$ cat src/logic/gcr_regs.vh
`ifndef GCR_REGS_VH
`define GCR_REGS_VH

`define GCR_ADDR_CFG 3'h0
`define GCR_ADDR_VEL 3'h1
`define GCR_ADDR_POS 3'h2
`define GCR_ADDR_RTZ 3'h4
`define GCR_ADDR_HI 15
`define GCR_ADDR_LO 13

`define GCR_CFG_NULL 12
`define GCR_CFG_STSEL 11
`define GCR_CFG_ACCSEL 10
`define GCR_CFG_SPDSEL 9
`define GCR_CFG_ZSIDE 7
`define GCR_CFG_PHASE 6
`define GCR_CFG_ACOFF 5
`define GCR_CFG_FREQ 4
`define GCR_CFG_CAL 3
`define GCR_CFG_SLOW 2
`define GCR_CFG_EN 0

`define GCR_VEL_UPD 8
`define GCR_VEL_MAX 8'hE1
`define GCR_VEL_MIN 8'h01
`define GCR_VEL_RST 8'hE1

`define GCR_RTZ_UNCOND 4
`define GCR_RTZ_DIR 2
`define GCR_RTZ_EN 1
`define GCR_RTZ_ZERO 0

`define GCR_SO_STATUS 2'h0
`define GCR_SO_ACCUM 2'h1
`define GCR_SO_POS 2'h2
`define GCR_SO_SPEED 2'h3

`endif

$ cat src/logic/gcr_decode.v
// How it works
// - Config word with bit 12 set is a null status-read command.
// - Null command ignores all lower bits; operation is unchanged.
// - Bit 11 zero selects device status out; one selects accumulator/position/speed.
// - With bit 11 set, bit 10 picks accumulator (0) or pointer info (1).
// - With bits 11 and 10 set, bit 9 picks position (0) or speed (1).
// - Bit 7 sets zero position side; a zeroing direction (bit 2) that differs is flagged as a mismatch.
// - Bit 6 picks 90 degree (0) or 60 degree (1) coil phasing.
// - Bit 5 zero enables air-core emulation; one gives constant acceleration.
// - Bit 4 picks calibration target: 1 MHz maximum (0) or nominal (1).
// - Bit 3 set starts internal clock calibration.
// - Calibration pulse follows on chip select; device times it.
// - Calibration accepted only when gauge disabled or pointer not moving.
// - Bit 2 set slows the oscillator period scaling to 0.66 of base.
// - Bit 0 enables the gauge output drivers.
// - Enable written zero enters standby; internal clock keeps running.
// - Velocity index 1 to 225 becomes maximum; larger values clamp to 225.
// - Faster motor steps down ramp at once to the new limit.
// - Velocity bit 8 must be set for a new maximum to apply.
// - Position word's twelve low bits give target 0 to 4095.
// - Zeroing uses full steps and integrates back-EMF into accumulator.
// - Zeroing bit 1 set with bit 0 clear starts; bit 1 clear stops.
// - Zeroing bit 4 picks stall-stop (0) or unconditional zeroing (1).
// - Zeroing bit 2 gives direction used to sequence the integrator.
`timescale 1ns/100ps
`default_nettype none
`include "gcr_regs.vh"

module gcr_decode (
  input wire i_core_clk,
  input wire i_rst,
  input wire i_word_valid,
  input wire [15:0] i_word,
  input wire i_pointer_moving,
  input wire i_cur_vel_above,
  output reg [1:0] o_so_select,
  output reg o_zero_side_cw,
  output reg o_phase_60,
  output reg o_aircore_off,
  output reg o_calib_nominal,
  output reg o_calib_start,
  output reg o_osc_slow,
  output reg o_drive_enable,
  output reg o_standby,
  output reg [7:0] o_velocity_index,
  output reg o_velocity_step_down,
  output reg [11:0] o_pointer_target,
  output reg o_target_load,
  output reg o_zeroing_active,
  output reg o_zeroing_uncond,
  output reg o_zeroing_dir_cw,
  output reg o_zero_side_mismatch
);

  // ----------------------------------------------------------------
  // Word decode
  // ----------------------------------------------------------------
  wire [2:0] addr = i_word[`GCR_ADDR_HI:`GCR_ADDR_LO];
  wire cfg_wr = i_word_valid && (addr == `GCR_ADDR_CFG) && !i_word[`GCR_CFG_NULL];
  wire vel_wr = i_word_valid && (addr == `GCR_ADDR_VEL) && i_word[`GCR_VEL_UPD];
  wire pos_wr = i_word_valid && (addr == `GCR_ADDR_POS);
  wire rtz_wr = i_word_valid && (addr == `GCR_ADDR_RTZ) && !i_word[`GCR_RTZ_ZERO];
  wire [7:0] vel_raw = i_word[7:0];
  // A zero index has no ramp entry, so it is raised to the first one.
  wire [7:0] vel_clamped = (vel_raw > `GCR_VEL_MAX) ? `GCR_VEL_MAX :
                           (vel_raw < `GCR_VEL_MIN) ? `GCR_VEL_MIN : vel_raw;
  reg [1:0] so_sel_next;

  always @* begin
    if (!i_word[`GCR_CFG_STSEL]) begin
      so_sel_next = `GCR_SO_STATUS;
    end else if (!i_word[`GCR_CFG_ACCSEL]) begin
      so_sel_next = `GCR_SO_ACCUM;
    end else if (!i_word[`GCR_CFG_SPDSEL]) begin
      so_sel_next = `GCR_SO_POS;
    end else begin
      so_sel_next = `GCR_SO_SPEED;
    end
  end

  // ----------------------------------------------------------------
  // Configuration register
  // ----------------------------------------------------------------
  always @(posedge i_core_clk or posedge i_rst) begin
    if (i_rst) begin
      o_so_select <= `GCR_SO_STATUS;
      o_zero_side_cw <= 1'b0;
      o_phase_60 <= 1'b0;
      o_aircore_off <= 1'b0;
      o_calib_nominal <= 1'b0;
      o_calib_start <= 1'b0;
      o_osc_slow <= 1'b0;
      o_drive_enable <= 1'b0;
      o_standby <= 1'b1;
    end else begin
      o_calib_start <= 1'b0;
      if (cfg_wr) begin
        o_so_select <= so_sel_next;
        o_zero_side_cw <= i_word[`GCR_CFG_ZSIDE];
        o_phase_60 <= i_word[`GCR_CFG_PHASE];
        o_aircore_off <= i_word[`GCR_CFG_ACOFF];
        o_calib_nominal <= i_word[`GCR_CFG_FREQ];
        o_osc_slow <= i_word[`GCR_CFG_SLOW];
        o_drive_enable <= i_word[`GCR_CFG_EN];
        o_standby <= !i_word[`GCR_CFG_EN];
        // Enable state judged before this write; a moving pointer refuses it only while the gauge is enabled.
        o_calib_start <= i_word[`GCR_CFG_CAL] &&
                         (!o_drive_enable || !i_pointer_moving);
      end
    end
  end

  // ----------------------------------------------------------------
  // Velocity, position and zeroing registers
  // ----------------------------------------------------------------
  always @(posedge i_core_clk or posedge i_rst) begin
    if (i_rst) begin
      o_velocity_index <= `GCR_VEL_RST;
      o_velocity_step_down <= 1'b0;
      o_pointer_target <= 12'h000;
      o_target_load <= 1'b0;
      o_zeroing_active <= 1'b0;
      o_zeroing_uncond <= 1'b0;
      o_zeroing_dir_cw <= 1'b0;
      o_zero_side_mismatch <= 1'b0;
    end else begin
      o_target_load <= 1'b0;
      if (vel_wr) begin
        o_velocity_index <= vel_clamped;
      end
      // Held until the ramp reports the speed is at or under the limit.
      o_velocity_step_down <= i_cur_vel_above;
      if (pos_wr) begin
        o_pointer_target <= i_word[11:0];
        o_target_load <= 1'b1;
      end
      if (rtz_wr) begin
        o_zeroing_active <= i_word[`GCR_RTZ_EN];
        o_zeroing_uncond <= i_word[`GCR_RTZ_UNCOND];
        o_zeroing_dir_cw <= i_word[`GCR_RTZ_DIR];
        o_zero_side_mismatch <= i_word[`GCR_RTZ_DIR] ^ o_zero_side_cw;
      end
    end
  end

endmodule
`default_nettype wire

$ cat config.mk
export PLATFORM = sky130hd
export DESIGN_NAME = gcr_decode
export DESIGN_NICKNAME = d
export VERILOG_FILES = /design/src/logic/gcr_decode.v
export VERILOG_INCLUDE_DIRS = /design/src /design/src/logic
export SDC_FILE = /design/constraint.sdc
export NUM_CORES = 1
export LEC_CHECK = 0
export ABC_AREA = 1
export BUFFER_PORTS_ARGS = -buffer_cell sky130_fd_sc_hd__buf_2
export CAP_MARGIN = 15
export CORE_MARGIN = 1.5
export CORE_UTILIZATION = 40
export CTS_CLUSTER_DIAMETER = 60
export DETAILED_ROUTE_END_ITERATION = 6
export PLACE_DENSITY = 0.74
export SLEW_MARGIN = 30
export SYNTH_ARGS = -nofsm -noshare
export SYNTH_HDL_FRONTEND = slang
export SYNTH_SLANG_ARGS = --single-unit
$ cat constraint.sdc
create_clock -name i_core_clk -period 0.9 [get_ports i_core_clk]
set_input_delay 0 -clock i_core_clk [delete_from_list [all_inputs] [get_ports i_core_clk]]
set_output_delay 0 -clock i_core_clk [all_outputs]
set_load 0.05 [all_outputs]
==> metrics.md, run 1 <==
| Metric | Value |
|---|---|
| Mean routed wirelength per cell | 12.2 um |
| R2R setup slack | about 0.030 ns |
| Routed vias | around 1.3k |
| Ys Warns | 0 |
| Max reg flops | 12 |
| Final setup margin | -0.0808 ns |
| VDD IR max | 1.34 mV |
| Setup TNS | -0.366 ns |
| Final count of negative-setup-slack endpoints | 5 |
| Clk pin slew, worst setup/hold paths | ~0.07 ns |
| Global-route wire length before repair | roughly 5600 um |
| Ant diodes | 0 |
| Leakage power figure | ~1.2 nW |
| Share of layout cells above drive strength 1 | 40.0% |
| Int Pwr | about 0.0033 W |
| Initial antenna violation count | 0 |
| Failing checks | setup timing |
| Port buffer count | 56 |
| CP Class | reg2out |
| Largest net degree at the start of global routing | 37 |
| 1st-pass router iterations | 4 |
| Clk_skew | 0.00134 ns |
| CTS tree | built |
| Fraction of power spent switching nets | between 40% and 50% |
| Req. time, crit path | ~0.90 ns |
| Total power | between 0.005 and 0.006 W |
| Buffer levels on the longest clock path | 2 |
| RSZ-0062 raised after global routing | true |
| Final non-filler cell total | about 280 |
| # DRC | 0 |
| Period utilization | 109% |
| Area of the core | 3440 um^2 |
| DIE AREA | between 4000 and 5000 um^2 |
| Crit path depth | 1 |
| Critical Path Start Type | flip-flop |
| Grt ovf | 0 |
| Worst-path cell chain | buf_8 |
| Slowest-stage cell, CP | dfstp_2 |
| FF-to-FF End | o_calib_start |
| FP Rows | 21 |
| Drt initial violations | 58 |
| Biggest register | o_pointer_target |
| Number of max-cap violations | 0 |
| Via-to-Cell Ratio | around 4.5 |
| CTS root buf | clkbuf_8 |
| # clock sinks | 36 |
| Sequential share of the synthesized area | 60.9% |
| Fill count | a little under 300 |
| Vias in the first global route | ~1.2k |
| Worst setup path endpoint | o_velocity_index[0] |
| Worst skew pair latency | roughly 0.28 ns |
| Die span in y | 64.0 um |
| Crit. End Element | output pin |
| Clock Power Share | 20.8% |
| Reg-to-Reg Start | o_drive_enable |
| Pre-CTS setup slack | between 0.03 and 0.04 ns |
| Fin. max-slew vios | 0 |
| I/O pin count | 57 |
| CP Max Fanout | 2 |
| Detailed Route WL | about 3400 um |
| Slowest stage delay, CP | 0.55 ns |
| Crit path DAT | between 0.9 and 1 ns |
| Mapped Cells | around 150 |
| Max Clock Freq | about 1.0 GHz |
| Status | finished with violations |
| Top flop regs | o_pointer_target x12, o_velocity_index x8, o_so_select x2 |
| Pwr Density | 2510 nW/um^2 |
| Sequential Power Share | between 30 and 40% |
| Slew headroom | between 80 and 90% |
| Cells on worst reg2reg path | 2 |
| Worst path top cell family by delay | flip-flops |
| Final #Nets | between 200 and 300 |
| Worst hold path class | in2reg |
| Number of library cell types mapped by synthesis | 17 |
| Cells after DPL | between 200 and 300 |
| Chip width | approximately 64 um |
| Combinational fraction of design power | around 40% |
| Routability cong. | approximately 0.76 |
| Critical path origin | o_velocity_index[0] |
| CTS Buf Count | 5 |
| Synth Cell Area | approximately 1500 um^2 |
| CP bufs+invs | 1 |
| Initial Util | between 40% and 50% |
| Final hold viol count | 0 |
| Syn Nets | 173 |
| Post-layout minimum cycle time | roughly 0.98 ns |
| P_sw | approximately 0.0022 W |
| Synth Area per Inst | 9.80 um^2 |
| GRT Total Usage | roughly 18% |
| H-tree depth | 2 |
| Yosys reg bits | 36 |
| Antenna Nets Post-Route | 0 |
| Area growth syn-to-layout | 47.6% |
| Actual slew at the worst max-slew pin | approximately 0.3 ns |
| DP HPWL | 2380 um |
worst min-delay path by stage:
stage | start | end | cells past startpoint
2_1_floorplan | i_cur_vel_above | o_velocity_step_down | 0
3_3_place_gp | i_rst | o_target_load | 3
3_5_place_dp | i_rst | o_target_load | 3
4_1_cts | i_word[2] | o_velocity_index[2] | 3
5_1_grt | i_word[7] | o_velocity_index[7] | 3
6_report | i_word[2] | o_velocity_index[2] | 3
power groups by stage:
stage          combinational, W  clock [W]  sequential [W]
4_1_cts                 0.00211    0.00117         0.00216
3_5_place_dp            0.00191          0         0.00215
3_3_place_gp            0.00189          0         0.00215
6_report                0.00221    0.00115         0.00216
5_1_grt                 0.00233    0.00125         0.00219
2_1_floorplan          0.000361          0         0.00322
synth_stat cells (all sizes together):
master   n  area, um^2
nand2   50         188
dfrtp   31         776
o21ai   27         169
inv     16        60.1
nor2    11        63.8
dfstp    5         131
nand3    5        25.0
buf      3        21.3
a211oi   1        20.0
nand3b   1        20.0
nand4    1        6.26
xnor2    1        8.76
cells by family after synthesis:
| kind of cell | share of synthesized area, % |
|---|---|
| simple gates | 20.3 |
| xor+xnor | 0.588 |
| buf+inv | 5.46 |
| flops | 60.9 |
| compound gates | 12.7 |
placed cells by master, fill, tap and decap left out, types with 2 or more instances in the layout:
cell	count
dfrtp_2	2
nor2_4	3
buf_6	2
clkbuf_4	9
o21ai_0	5
buf_4	23
buf_8	5
nand3_1	5
nor2_1	7
inv_2	2
inv_1	14
dfstp_2	5
clkbuf_1	2
nand2_1	50
buf_2	22
clkbuf_8	6
o21ai_2	9
dlygate4sd3_1	11
dfrtp_1	29
o21ai_1	13
per-stage QoR:
step           hold slack [ns]  utilization (%)  instance area (um^2)
6_report                0.0186             63.9                  2200
5_1_grt                 0.0446             63.9                  2200
4_1_cts                0.00634             62.2                  2140
3_5_place_dp            0.0593             54.0                  1860
3_3_place_gp            0.0581             54.0                  1860
2_1_floorplan           0.0314                -                  1490
per-layer routing:
| metal | vias to the layer above | wire length, um | track usage, % | share of wire (%) |
|---|---|---|---|---|
| li1 | 633 | - | - | - |
| met4 | 0 | 50 | 7.07 | 1.5 |
| met3 | 5 | 90 | 3.35 | 2.7 |
| met5 | - | 0 | 0 | 0 |
| met2 | 23 | 1790 | 31.0 | 53 |
| met1 | 592 | 1440 | 21.8 | 43 |
cell type report:
class,instances,area [um^2],area share [%]
clock buffers,8,90.1,4.10
well taps,46,57.6,2.62
inverters,16,60.1,2.73
flip-flops and latches,36,910,41.4
multi-input cells,97,503,22.9
repair buffers,73,578,26.3
timing repair:
| item | CTS | global route |
|---|---|---|
| setup endpoints to repair | 15 | 26 |
| cloned | 0 | 0 |
| endpoints found under the hold margin | 47 | 0 |
| buffers inserted | 0 | 1 |
| hold buffers | 11 | 0 |
| resized for setup | 27 | 31 |
Note: power is estimated with default switching activity, not from simulation.
==> inputs of run 2 (changes only) <==
PLACE_DENSITY = not set   (was 0.74)
PLACE_DENSITY_LB_ADDON = 0.05   (was not set)
==> metrics.md, run 2 (synthesis results as in run 1) <==
| Metric | Value |
|---|---|
| Status | finished with violations |
| Failing checks | setup timing |
| CTS tree | built |
| Biggest register | o_pointer_target |
| Leakage power figure | 1.16 nW (+0.72%) |
| Via-to-Cell Ratio | 4.61 (+1.5%) |
| Final count of negative-setup-slack endpoints | 5 (unchanged) |
| Setup TNS | -0.380 ns (-0.0136 ns) |
| H-tree depth | 2 (unchanged) |
| Setup Fix Bufs, Post-CTS | 0 (unchanged) |
| Fill count | 311 (+6.5%) |
| 1st-pass router iterations | 4 (unchanged) |
| Final core utilization | 64.3% (+0.40 points) |
| Combinational fraction of design power | 39.5% (-0.6 points) |
| Area growth syn-to-layout | 48.6% |
| P_sw | 0.00223 W (+0.35%) |
| CP Max Fanout | 2 (unchanged) |
| # clock sinks | 36 (unchanged) |
| Period utilization | 109% (+0.32 points) |
| Mean routed wirelength per cell | 12.5 um (+2.5%) |
| Drt initial violations | 39 (-33%) |
| Chip width | 64.0 um (unchanged) |
| Leading cell type in the layout, fill and taps excluded | nand2_1 |
| RSZ-0062 raised after global routing | true |
| CP Class | reg2out |
| Max Clock Freq | 1.02 GHz (-0.29%) |
| Pwr Density | 2540 nW/um^2 (+1.1%) |
| Grt ovf | 0 (unchanged) |
| CTS root buf | clkbuf_8 |
| Clock Power Share | 22.0% (+1.2 points) |
| Worst skew pair latency | 0.28 ns (about the same) |
| Ant diodes | 0 (unchanged) |
| Int Pwr | 0.00338 W (+2.7%) |
| Area of the core | 3440 um^2 (unchanged) |
| Clk pin slew, worst setup/hold paths | 0.07 ns (about the same) |
| Final hold viol count | 0 (unchanged) |
| Number of max-cap violations | 0 (unchanged) |
| Fin. max-slew vios | 0 (unchanged) |
| Pre-CTS setup slack | 0.000687 ns (-0.0376 ns) |
| Most frequent cells in the layout | 50 x nand2_1, 29 x dfrtp_1, 23 x buf_2 |
| Detailed Route WL | 3430 um (+1.7%) |
| Clk_skew | 0.00468 ns (+0.00334 ns) |
| Total power | 0.00561 W (+1.7%) |
| Routed vias | 1263 (+0.80%) |
| Post-layout minimum cycle time | 0.984 ns (+0.00285 ns) |
| # DRC | 0 (unchanged) |
| Vias in the first global route | 1293 (+3.5%) |
| Fraction of power spent switching nets | 39.7% (-0.54 points) |
| Actual slew at the worst max-slew pin | 0.286 ns (-0.00524 ns) |
| Critical Path Start Type | flip-flop |
| Worst hold path class | in2reg |
| GRT Total Usage | 18.9% (+1.1 points) |
| DP HPWL | 2400 um (+1.2%) |
| Antenna Nets Post-Route | 0 (unchanged) |
| Global-route wire length before repair | 5910 um (+5.2%) |
| Buffer levels on the longest clock path | 2 (unchanged) |
| Req. time, crit path | 0.90 ns (about the same) |
| DIE AREA | 4100 um^2 (unchanged) |
| Crit path DAT | 0.98 ns (about the same) |
| Worst-path cell chain | buf_8 |
| Final #Nets | 248 (-0.80%) |
| Top flop regs | o_pointer_target x12, o_velocity_index x8, o_so_select x2 |
| Port buffer count | 56 (unchanged) |
| Die span in y | 64.0 um (unchanged) |
| Initial Util | 43.3% (unchanged) |
| Largest net degree at the start of global routing | 37 (unchanged) |
| Crit. End Element | output pin |
| Slew headroom | 80.8% (+0.35 points) |
| CTS Buf Count | 5 (unchanged) |
| CP bufs+invs | 1 (unchanged) |
| Initial antenna violation count | 0 (unchanged) |
| Max reg flops | 12 (unchanged) |
| Final non-filler cell total | 274 (-0.72%) |
| Share of layout cells above drive strength 1 | 39.5% (-0.53 points) |
| Slowest stage delay, CP | 0.55 ns (about the same) |
| Slowest-stage cell, CP | dfstp_2 |
| Routability cong. | 0.763 (+0.90%) |
| Final setup margin | -0.0837 ns (-0.00285 ns) |
| FP Rows | 21 (unchanged) |
| Worst path top cell family by delay | flip-flops |
| VDD IR max | 1.22 mV (-8.7%) |
| Sequential Power Share | 38.5% (-0.6 points) |
| Cells after DPL | 255 (-0.39%) |
| I/O pin count | 57 (unchanged) |
==> run 2: cell count changes in the layout (fill, tap and decap cells not counted) <==
cell / delta
buf_4: -1
buf_2: +1
buf_12: +1
clkbuf_1: -1
nor2_2: -1
buf_6: +3
clkbuf_4: -6
nor2_1: +1
clkbuf_8: +1
==> run 2: repair_timing <==
action / in CTS / in global routing
setup endpoints to repair: 21 / 22
resized for setup: 33 / 25
hold endpoints to repair: 48 / 0
hold buffers: 11 / 0
==> run 2: worst paths after layout <==
check	from	endpoint	slack [ns]	depth (start not counted)
setup / recovery	o_velocity_index[0]	o_velocity_index[0]	-0.08	1
hold / removal	i_word[2]	o_velocity_index[2]	0.01	3
setup reg to reg	o_zero_side_cw	o_zero_side_mismatch	0.07	2
hold reg to reg	o_pointer_target[11]	o_pointer_target[11]	0.49	2
max in group asynchronous	i_rst	o_standby	0.33	4
min in group asynchronous	i_rst	o_pointer_target[1]	0.32	4
==> run 2: power groups by stage <==
stage	logic, W	clock network (W)	registers (W)
2_1_floorplan	0.000361	0	0.00322
3_3_place_gp	0.00190	0	0.00213
3_5_place_dp	0.00193	0	0.00214
4_1_cts	0.00215	0.00127	0.00215
5_1_grt	0.00234	0.00134	0.00220
6_report	0.00222	0.00123	0.00216
==> run 2: cell type report <==
cell class,instances,area [um^2],share of cell area [%]
Tap cell,46,57.6,2.60
Clock buffer,8,100,4.52
Sequential cell,36,910,41.1
Multi-Input combinational cell,97,500,22.6
Timing Repair Buffer,71,584,26.4
Inverter,16,60.1,2.71
==> run 2: per-layer routing <==
metal	global-route usage (%)	part of all wire, %	up-vias
met4	5.71	0.64	0
met3	6.16	6.7	2
met1	24.1	45	593
li1	-	-	627
met5	0	0	-
met2	30.6	48	41
==> run 2: through the flow <==
stage          hold WS [ns]  instance area (um^2)
2_1_floorplan        0.0314                  1490
3_3_place_gp         0.0601                  1860
3_5_place_dp         0.0643                  1860
4_1_cts             0.00800                  2170
5_1_grt              0.0318                  2210
6_report             0.0116                  2210
